--- src/hw/ptp_msg_cfg_consts.vh ---
// constants for the ptp message configuration block
// assumes an apb master with 32-bit data on the switch core clock
`ifndef PTP_MSG_CFG_CONSTS_VH
`define PTP_MSG_CFG_CONSTS_VH
// register indices; byte address is four times the index
`define IDX_CFG_FIRST   14'h0514
`define IDX_CFG_SECOND  14'h0516
`define IDX_DOMAIN      14'h0518
`define IDX_STATUS      14'h051c
`define CFG_FIRST_RST   16'h0039
`define CFG_SECOND_RST  16'h1004
`define CFG_FIRST_WMSK  16'h00ff
`define CFG_SECOND_WMSK 16'h1fff
`define DOMAIN_RST      8'h00
// first config fields
`define B_AS_EN     7
`define B_PTP_EN    6
`define B_RAW_EN    5
`define B_V4_EN     4
`define B_V6_EN     3
`define B_P2P       2
`define B_MASTER    1
`define B_ONE_STEP  0
// second config fields
`define B_UNICAST   12
`define B_ALT_MST   11
`define B_ALL_PRIO  10
`define B_CHK_SYNC  9
`define B_CHK_DLY   8
`define B_CHK_PDLY  7
`define B_CHK_DOM   4
// encapsulations
`define ENC_RAW     2'h0
`define ENC_V4      2'h1
`define ENC_V6      2'h2
// message types
`define MT_SYNC     4'h0
`define MT_DREQ     4'h1
`define MT_PDREQ    4'h2
`define MT_PDRESP   4'h3
`define MT_FUP      4'h8
`define MT_DRESP    4'h9
`define MT_PDFUP    4'ha
`define B_MT_GENERAL 3
`define UDP_EVENT   16'h013f
`define UDP_GENERAL 16'h0140
// identity store slots
`define SLOT_SYNC   2'h0
`define SLOT_DREQ   2'h1
`define SLOT_PDREQ  2'h2
`define KEY_W       104
`endif

--- src/hw/ptp_msg_cfg.v ---
// ptp message configuration registers and per-message classifier
// assumes messages arrive already parsed, one per cycle, synchronous to pclk
`timescale 1ns/1ns
`include "ptp_msg_cfg_consts.vh"
module ptp_msg_cfg
(
  input  wire         pclk,
  input  wire         presetn,
  input  wire         psel,
  input  wire         penable,
  input  wire         pwrite,
  input  wire [15:0]  paddr,
  input  wire [31:0]  pwdata,
  input  wire [3:0]   pstrb,
  output wire [31:0]  prdata,
  output wire         pready,
  output wire         pslverr,
  input  wire         msg_valid,
  input  wire [3:0]   msg_type,
  input  wire [1:0]   msg_encap,
  input  wire         msg_multicast,
  input  wire [15:0]  msg_udp_port,
  input  wire [7:0]   msg_domain,
  input  wire [15:0]  msg_seq_id,
  input  wire [79:0]  msg_src_port,
  input  wire         msg_from_host,
  input  wire         msg_from_master,
  output wire         mode_as_en,
  output wire         mode_ptp_en,
  output wire         mode_p2p,
  output wire         mode_master,
  output wire         mode_one_step,
  output wire         dec_valid,
  output wire         dec_is_ptp,
  output wire         dec_unicast,
  output wire         dec_to_host,
  output wire         dec_to_nonhost,
  output wire         dec_high_prio
);

////////////////////////////////////////////////////////////////////////////
// helpers

function [13:0] word_index;
  input [15:0] addr;
  begin
    word_index = addr[15:2];
  end
endfunction

function [15:0] apply_strb;
  input [15:0] old_val;
  input [15:0] new_val;
  input [1:0]  strb;
  input [15:0] wmask;
  reg   [15:0] lane;
  begin
    lane = {{8{strb[1]}}, {8{strb[0]}}} & wmask;
    apply_strb = (old_val & ~lane) | (new_val & lane);
  end
endfunction

function key_match;
  input               vld;
  input [`KEY_W-1:0]  stored;
  input [`KEY_W-1:0]  cur;
  begin
    key_match = vld & (stored == cur);
  end
endfunction

////////////////////////////////////////////////////////////////////////////
// registers

reg  [15:0]         cfg1_ff;
reg  [15:0]         cfg2_ff;
reg  [7:0]          domain_ff;
reg  [31:0]         prdata_ff;
reg                 pready_ff;
reg                 pslverr_ff;
reg  [`KEY_W-1:0]   seen_ff [0:2];
reg  [2:0]          seen_vld_ff;
reg                 dec_valid_ff;
reg                 dec_is_ptp_ff;
reg                 dec_unicast_ff;
reg                 dec_to_host_ff;
reg                 dec_to_nonhost_ff;
reg                 dec_high_prio_ff;
reg  [7:0]          ptp_cnt_ff;

wire                acc;
wire                wr_en;
wire [13:0]         idx;
wire                hit;
reg  [31:0]         nxt_prdata;

////////////////////////////////////////////////////////////////////////////
// apb slave: pready rises on the second access cycle

assign idx   = word_index(paddr);
assign acc   = psel & penable;
assign wr_en = acc & pready_ff & pwrite & ~pslverr_ff;
assign hit   = (idx == `IDX_CFG_FIRST) | (idx == `IDX_CFG_SECOND) |
               (idx == `IDX_DOMAIN) | (idx == `IDX_STATUS);

always @*
begin
  case (idx)
    `IDX_CFG_FIRST:  nxt_prdata = {16'h0000, cfg1_ff};
    `IDX_CFG_SECOND: nxt_prdata = {16'h0000, cfg2_ff};
    `IDX_DOMAIN:     nxt_prdata = {24'h000000, domain_ff};
    `IDX_STATUS:     nxt_prdata = {21'h000000, seen_vld_ff, ptp_cnt_ff};
    default:         nxt_prdata = 32'h00000000;
  endcase
end

always @(posedge pclk or negedge presetn)
begin
  if (!presetn)
  begin
    pready_ff  <= 1'b0;
    pslverr_ff <= 1'b0;
    prdata_ff  <= 32'h00000000;
  end
  else
  begin
    // one wait state keeps prdata a clean flop output
    pready_ff  <= acc & ~pready_ff;
    pslverr_ff <= acc & ~pready_ff & ~hit;
    // status register is read-only; writing it is an error
    if (acc & ~pready_ff & pwrite & (idx == `IDX_STATUS))
      pslverr_ff <= 1'b1;
    if (acc & ~pready_ff & ~pwrite)
      prdata_ff <= nxt_prdata;
  end
end

always @(posedge pclk or negedge presetn)
begin
  if (!presetn)
  begin
    cfg1_ff   <= `CFG_FIRST_RST;
    cfg2_ff   <= `CFG_SECOND_RST;
    domain_ff <= `DOMAIN_RST;
  end
  else if (wr_en)
  begin
    // reserved bits are masked and never take a write
    if (idx == `IDX_CFG_FIRST)
      cfg1_ff <= apply_strb(cfg1_ff, pwdata[15:0], pstrb[1:0],
                            `CFG_FIRST_WMSK);
    if (idx == `IDX_CFG_SECOND)
      cfg2_ff <= apply_strb(cfg2_ff, pwdata[15:0], pstrb[1:0],
                            `CFG_SECOND_WMSK);
    if ((idx == `IDX_DOMAIN) && pstrb[0])
      domain_ff <= pwdata[7:0];
  end
end

assign prdata  = prdata_ff;
assign pready  = pready_ff;
assign pslverr = pslverr_ff;

assign mode_as_en    = cfg1_ff[`B_AS_EN];
assign mode_ptp_en   = cfg1_ff[`B_PTP_EN];
assign mode_p2p      = cfg1_ff[`B_P2P];
assign mode_master   = cfg1_ff[`B_MASTER];
assign mode_one_step = cfg1_ff[`B_ONE_STEP];

////////////////////////////////////////////////////////////////////////////
// classifier

wire                any_en;
wire                enc_ok;
wire                uc_port;
wire                uc;
wire                is_ptp;
wire                same_dom;
wire                dom_ok;
wire [`KEY_W-1:0]   key;
wire                sd_master;
wire                suppress;
reg                 assoc_ok;
reg                 store_en;
reg  [1:0]          store_slot;
wire                nxt_to_host;
wire                nxt_to_nonhost;
wire                nxt_high_prio;

assign any_en  = cfg1_ff[`B_AS_EN] | cfg1_ff[`B_PTP_EN];
assign enc_ok  = ((msg_encap == `ENC_RAW) & cfg1_ff[`B_RAW_EN]) |
                 ((msg_encap == `ENC_V4) & cfg1_ff[`B_V4_EN]) |
                 ((msg_encap == `ENC_V6) & cfg1_ff[`B_V6_EN]);
assign uc_port = (msg_udp_port == `UDP_EVENT) |
                 (msg_udp_port == `UDP_GENERAL);
// raw frames carry no udp port, so they are only ever multicast
assign uc      = ~msg_multicast & cfg2_ff[`B_UNICAST] &
                 (msg_encap != `ENC_RAW) & uc_port;
assign is_ptp  = any_en & enc_ok & (msg_multicast | uc);
assign same_dom = (msg_domain == domain_ff);
assign dom_ok  = ~cfg2_ff[`B_CHK_DOM] | same_dom;
assign key     = {msg_domain, msg_seq_id, msg_src_port};
assign sd_master = ((msg_type == `MT_SYNC) | (msg_type == `MT_DREQ)) &
                   msg_from_master & ~msg_from_host;
// same-domain master traffic the host must not see again
assign suppress  = sd_master & same_dom & ~cfg2_ff[`B_ALT_MST];

always @*
begin
  assoc_ok   = 1'b1;
  store_en   = 1'b0;
  store_slot = `SLOT_SYNC;
  case (msg_type)
    `MT_SYNC:
    begin
      store_en   = 1'b1;
      store_slot = `SLOT_SYNC;
    end
    `MT_DREQ:
    begin
      store_en   = 1'b1;
      store_slot = `SLOT_DREQ;
    end
    `MT_PDREQ:
    begin
      store_en   = 1'b1;
      store_slot = `SLOT_PDREQ;
    end
    `MT_FUP:
      assoc_ok = ~cfg2_ff[`B_CHK_SYNC] |
                 key_match(seen_vld_ff[`SLOT_SYNC],
                           seen_ff[`SLOT_SYNC], key);
    `MT_DRESP:
      assoc_ok = ~cfg2_ff[`B_CHK_DLY] |
                 key_match(seen_vld_ff[`SLOT_DREQ],
                           seen_ff[`SLOT_DREQ], key);
    `MT_PDRESP, `MT_PDFUP:
      assoc_ok = ~cfg2_ff[`B_CHK_PDLY] |
                 key_match(seen_vld_ff[`SLOT_PDREQ],
                           seen_ff[`SLOT_PDREQ], key);
    default:
      assoc_ok = 1'b1;
  endcase
end

// unicast frames bypass ptp steering and follow the lookup table
assign nxt_to_host = is_ptp & ~uc & ~msg_from_host & dom_ok & assoc_ok &
                     ~suppress;
assign nxt_to_nonhost = ~is_ptp | uc | ~suppress;
assign nxt_high_prio = is_ptp &
                       (cfg2_ff[`B_ALL_PRIO] | ~msg_type[`B_MT_GENERAL]);

////////////////////////////////////////////////////////////////////////////
// identity store for response matching

always @(posedge pclk or negedge presetn)
begin
  if (!presetn)
  begin
    seen_vld_ff <= 3'h0;
    seen_ff[0]  <= {`KEY_W{1'b0}};
    seen_ff[1]  <= {`KEY_W{1'b0}};
    seen_ff[2]  <= {`KEY_W{1'b0}};
  end
  else if (msg_valid & is_ptp & store_en)
  begin
    // only the latest request is kept; older pending ones are lost
    seen_ff[store_slot]     <= key;
    seen_vld_ff[store_slot] <= 1'b1;
  end
end

////////////////////////////////////////////////////////////////////////////
// decision outputs, one cycle after the message

always @(posedge pclk or negedge presetn)
begin
  if (!presetn)
  begin
    dec_valid_ff      <= 1'b0;
    dec_is_ptp_ff     <= 1'b0;
    dec_unicast_ff    <= 1'b0;
    dec_to_host_ff    <= 1'b0;
    dec_to_nonhost_ff <= 1'b0;
    dec_high_prio_ff  <= 1'b0;
    ptp_cnt_ff        <= 8'h00;
  end
  else
  begin
    dec_valid_ff      <= msg_valid;
    dec_is_ptp_ff     <= msg_valid & is_ptp;
    dec_unicast_ff    <= msg_valid & is_ptp & uc;
    dec_to_host_ff    <= msg_valid & nxt_to_host;
    dec_to_nonhost_ff <= msg_valid & nxt_to_nonhost;
    dec_high_prio_ff  <= msg_valid & nxt_high_prio;
    // status count wraps; software reads differences
    if (msg_valid & is_ptp)
      ptp_cnt_ff <= ptp_cnt_ff + 8'h01;
  end
end

assign dec_valid      = dec_valid_ff;
assign dec_is_ptp     = dec_is_ptp_ff;
assign dec_unicast    = dec_unicast_ff;
assign dec_to_host    = dec_to_host_ff;
assign dec_to_nonhost = dec_to_nonhost_ff;
assign dec_high_prio  = dec_high_prio_ff;

endmodule // ptp_msg_cfg

--- config.mk ---
export PLATFORM = sky130hd
export DESIGN_NAME = ptp_msg_cfg
export DESIGN_NICKNAME = d
export VERILOG_FILES = /design/src/hw/ptp_msg_cfg.v
export VERILOG_INCLUDE_DIRS = /design/src /design/src/hw
export SDC_FILE = /design/constraint.sdc
export NUM_CORES = 1
export LEC_CHECK = 0
export BUFFER_PORTS_ARGS = -buffer_cell sky130_fd_sc_hd__buf_4
export CAP_MARGIN = 20
export CORE_MARGIN = 2
export CORE_UTILIZATION = 45
export CTS_CLUSTER_SIZE = 20
export DETAILED_ROUTE_END_ITERATION = 10
export HOLD_SLACK_MARGIN = 0.05
export PLACE_DENSITY = 0.66
export SLEW_MARGIN = 20
export SYNTH_ARGS = -nofsm -noshare
export SYNTH_HDL_FRONTEND = slang
export SYNTH_SLANG_ARGS = --single-unit
--- constraint.sdc ---
create_clock -name pclk -period 4.1 [get_ports pclk]
set_clock_uncertainty 0.15 [all_clocks]
set_input_delay 0.205 -clock pclk [delete_from_list [all_inputs] [get_ports pclk]]
set_output_delay 0.205 -clock pclk [all_outputs]
set_load 0.1 [all_outputs]
==> flow_summary.yaml <==
outcome:
  status: "completed"
timing:
  hold_viol_final: 0
  setup-violations-final: 0
  rsz0062_at_grt: "no"
  worstMarginPinSlew_ns: 1.110
  fmax_mhz: 258.1
  setup_tns_ns: 0
  min_period_ns: 3.875
  slew_violations: 0
  hold-worst-slack_ns: 0.08910
  maxSlewHeadroom: 0.2535
  min_period_over_period: 0.9450
routing:
  wl_per_cell_um: 22.23
  remaining_drc_errors: 0
  drtPass1Iterations: 5
  highest_layer: "met4"
  avgViaCountPerCell: 5.403
  wirelength_mm: 54.92
  vias: 13345
  ant_nets: 0
  wl_met2_mm: 25.40
  wl_met1_mm: 23.54
  drt_iter0_drc: 983
  wl_met3_mm: 3.840
setup_path:
  path_cells: "dlygate4sd3_1, buf_4, nor3b_1, dlygate4sd3_1, o2111ai_1, dlygate4sd3_1, a21oi_1, o211a_1, nand2_4, buf_12, mux2_2"
  end_kind: "register"
  critPathMaxFanout: 141
  crit_type: "input pin to register"
  reg2reg_slack_ns: 0.46
  worstSetupStartpointType: "input pin"
  required_ns: 4.39
  max_stage_delay_ns: 0.61
  cp_common_cell: "dlygate4sd3_1"
  cp_data_arrival_time_ns: 4.17
  worst_path_max_delay_cell: "dlygate4sd3_1"
  r2r_cells: 8
clock_network:
  cts_num_sinks: 373
  root_buffer: "clkbuf_16"
  post-cts-setup-buffers: 0
  htree_levels: 2
  clk_latency_ns: 0.56
  clkTransAtPathRegs_ns: 0.06
  tritoncts: "yes"
  tritoncts.num_buffers: 41
  cts_buffer_depth: 3
global_route:
  grt_max_degree: 142
  gr-total-overflow: 0
  grt_pass1_wl_mm: 81.87
  grt_pass1_vias: 13381
  grt.total_usage: 0.2653
  antenna_found_initial: 2
die:
  die_w_um: 205.5
  die_h_um: 205.5
  start_util: 0.4575
  die-area_um2: 42210
  core-area_um2: 39910
  fp-row-count: 73
  io_pins: 232
place:
  place_congestion: 0.9183
  dp_hpwl_mm: 41.01
  io_buffers: 189
  dp_cells: 2259
job:
  drv_cap: 0
synthesis:
  synth_cell_type_count: 60
  yosysTopAreaCell: "dfrtp_1"
  yosysTopAreaCellShare: 0.5029
  seq_area_frac_synth: 0.5115
  netlist_area_um2: 18260
  synthesis.yosys.warnings: 0
  syn_inst: 1634
  synth_edf_count: 0
  postSynthAreaPerCell_um2: 11.18
  async_flop_share: 1.000
  synth-main-ff-cell: "dfrtp_1"
  ys_seq_elements: 373
  synth_area_leaders: "dfrtp_1, mux2_2, xnor2_1, xor2_1, nand2_1"
hold_path:
  whs_path_depth: 5
  holdCritPathClass: "input pin to register"
final_layout:
  fin_nets: 2104
  drive_gt1_frac: 0.2305
  finish.utilization: 0.5687
  layout_commonest_cell: "dfrtp_1"
  area_growth_pct: 24.29
  layout_common_cells: "dfrtp_1, buf_4, mux2_2, dlygate4sd3_1, nand2_1"
  fin_cells: 2470
power_and_ir_drop:
  cellLeakagePower_nw: 10.79
  vdd_ir_drop_max_v: 0.0002404
  p_per_area_nw_per_um2: 363.8
## cell families after synthesis
family / count (synthesis) / synth area share
other cells: 1 / 0.0002053
fa+ha+maj: 1 / 0.0006850
mux: 230 / 0.1402
xor+xnor: 216 / 0.1036
simple gates: 328 / 0.09372
buf+inv: 227 / 0.05823
flops: 373 / 0.5115
compound gates: 258 / 0.09188
## worst max-delay path: cells and delay by family
kind | cells | cell delay (ns)
simple gates | 2 | 0.50
mux | 1 | 0.39
compound gates | 3 | 0.75
buf+inv | 5 | 2.16
## registers in the layout, summed over array words and instances, names as in the netlist, named ones only
| register | count |
|---|---|
| dec_high_prio | 1 |
| dec_is_ptp | 1 |
| dec_to_host | 1 |
| dec_to_nonhost | 1 |
| dec_unicast | 1 |
| dec_valid | 1 |
| domain_ff | 8 |
| prdata | 13 |
| pready | 1 |
| pslverr | 1 |
| ptp_cnt_ff | 8 |
| seen_ff | 312 |
| seen_vld_ff | 3 |
## path summary, 6_finish.rpt
| kind | start | to |
|---|---|---|
| max in group asynchronous | presetn | seen_ff[171] |
| max reg2reg | register | seen_ff[88] |
| max | msg_udp_port[11] | seen_ff[88] |
| min in group asynchronous | presetn | seen_ff[138] |
| min | paddr[3] | pslverr |
| min reg2reg | ptp_cnt_ff[7] | ptp_cnt_ff[7] |
## area by class of cell
class                   instances  area [um2]
fillers                      3364       17220
flip-flops and latches        373        9341
multi-input cells            1052        7930
repair buffers                341        2994
clock buffers                  59        1184
well taps                     525       656.9
inverters                     107       401.6
clock inverters                12       188.9
diodes                          1       2.502
## where the power goes
| part | switching (mW) | internal [mW] |
|---|---|---|
| sequential | 0.00145 | 3.68 |
| clock | 1.53 | 2.26 |
| combinational | 0.494 | 0.294 |
| total | 2.02 | 6.24 |
## synthesized netlist by cell type (all sizes together) (15+ instances only)
cell type  number
inv           107
nor2           15
nand2         139
xor2           99
mux2          206
buf            58
clkbuf         62
nand2b         31
a22o           17
xnor2         117
dfrtp         367
o21ai         121
nor4           45
a22oi          20
nand4          46
mux2i          24
o22ai          45
## through the flow
step / total power, mW / setup WS [ns] / instance area [um2]
6_report: 8.258 / 0.2253 / 22700
5_1_grt: 8.520 / 0.02580 / 22700
4_1_cts: 8.322 / 0.3036 / 22690
3_5_place_dp: 4.434 / 1.007 / 19930
3_3_place_gp: 4.431 / 1.050 / 19930
2_1_floorplan: 4.069 / 1.506 / 18330
## per-layer routing
metal	up-vias	global-route usage
li1	6218	-
met1	6597	0.3541
met2	445	0.4243
met3	85	0.05686
met4	0	0.1023
met5	-	0
## what timing repair did
action	CTS	global route
hold buffers	139	0
gates resized for setup	0	1
hold endpoints to repair	463	0
setup endpoints to repair	0	20
(Power assumes the default switching activity.)
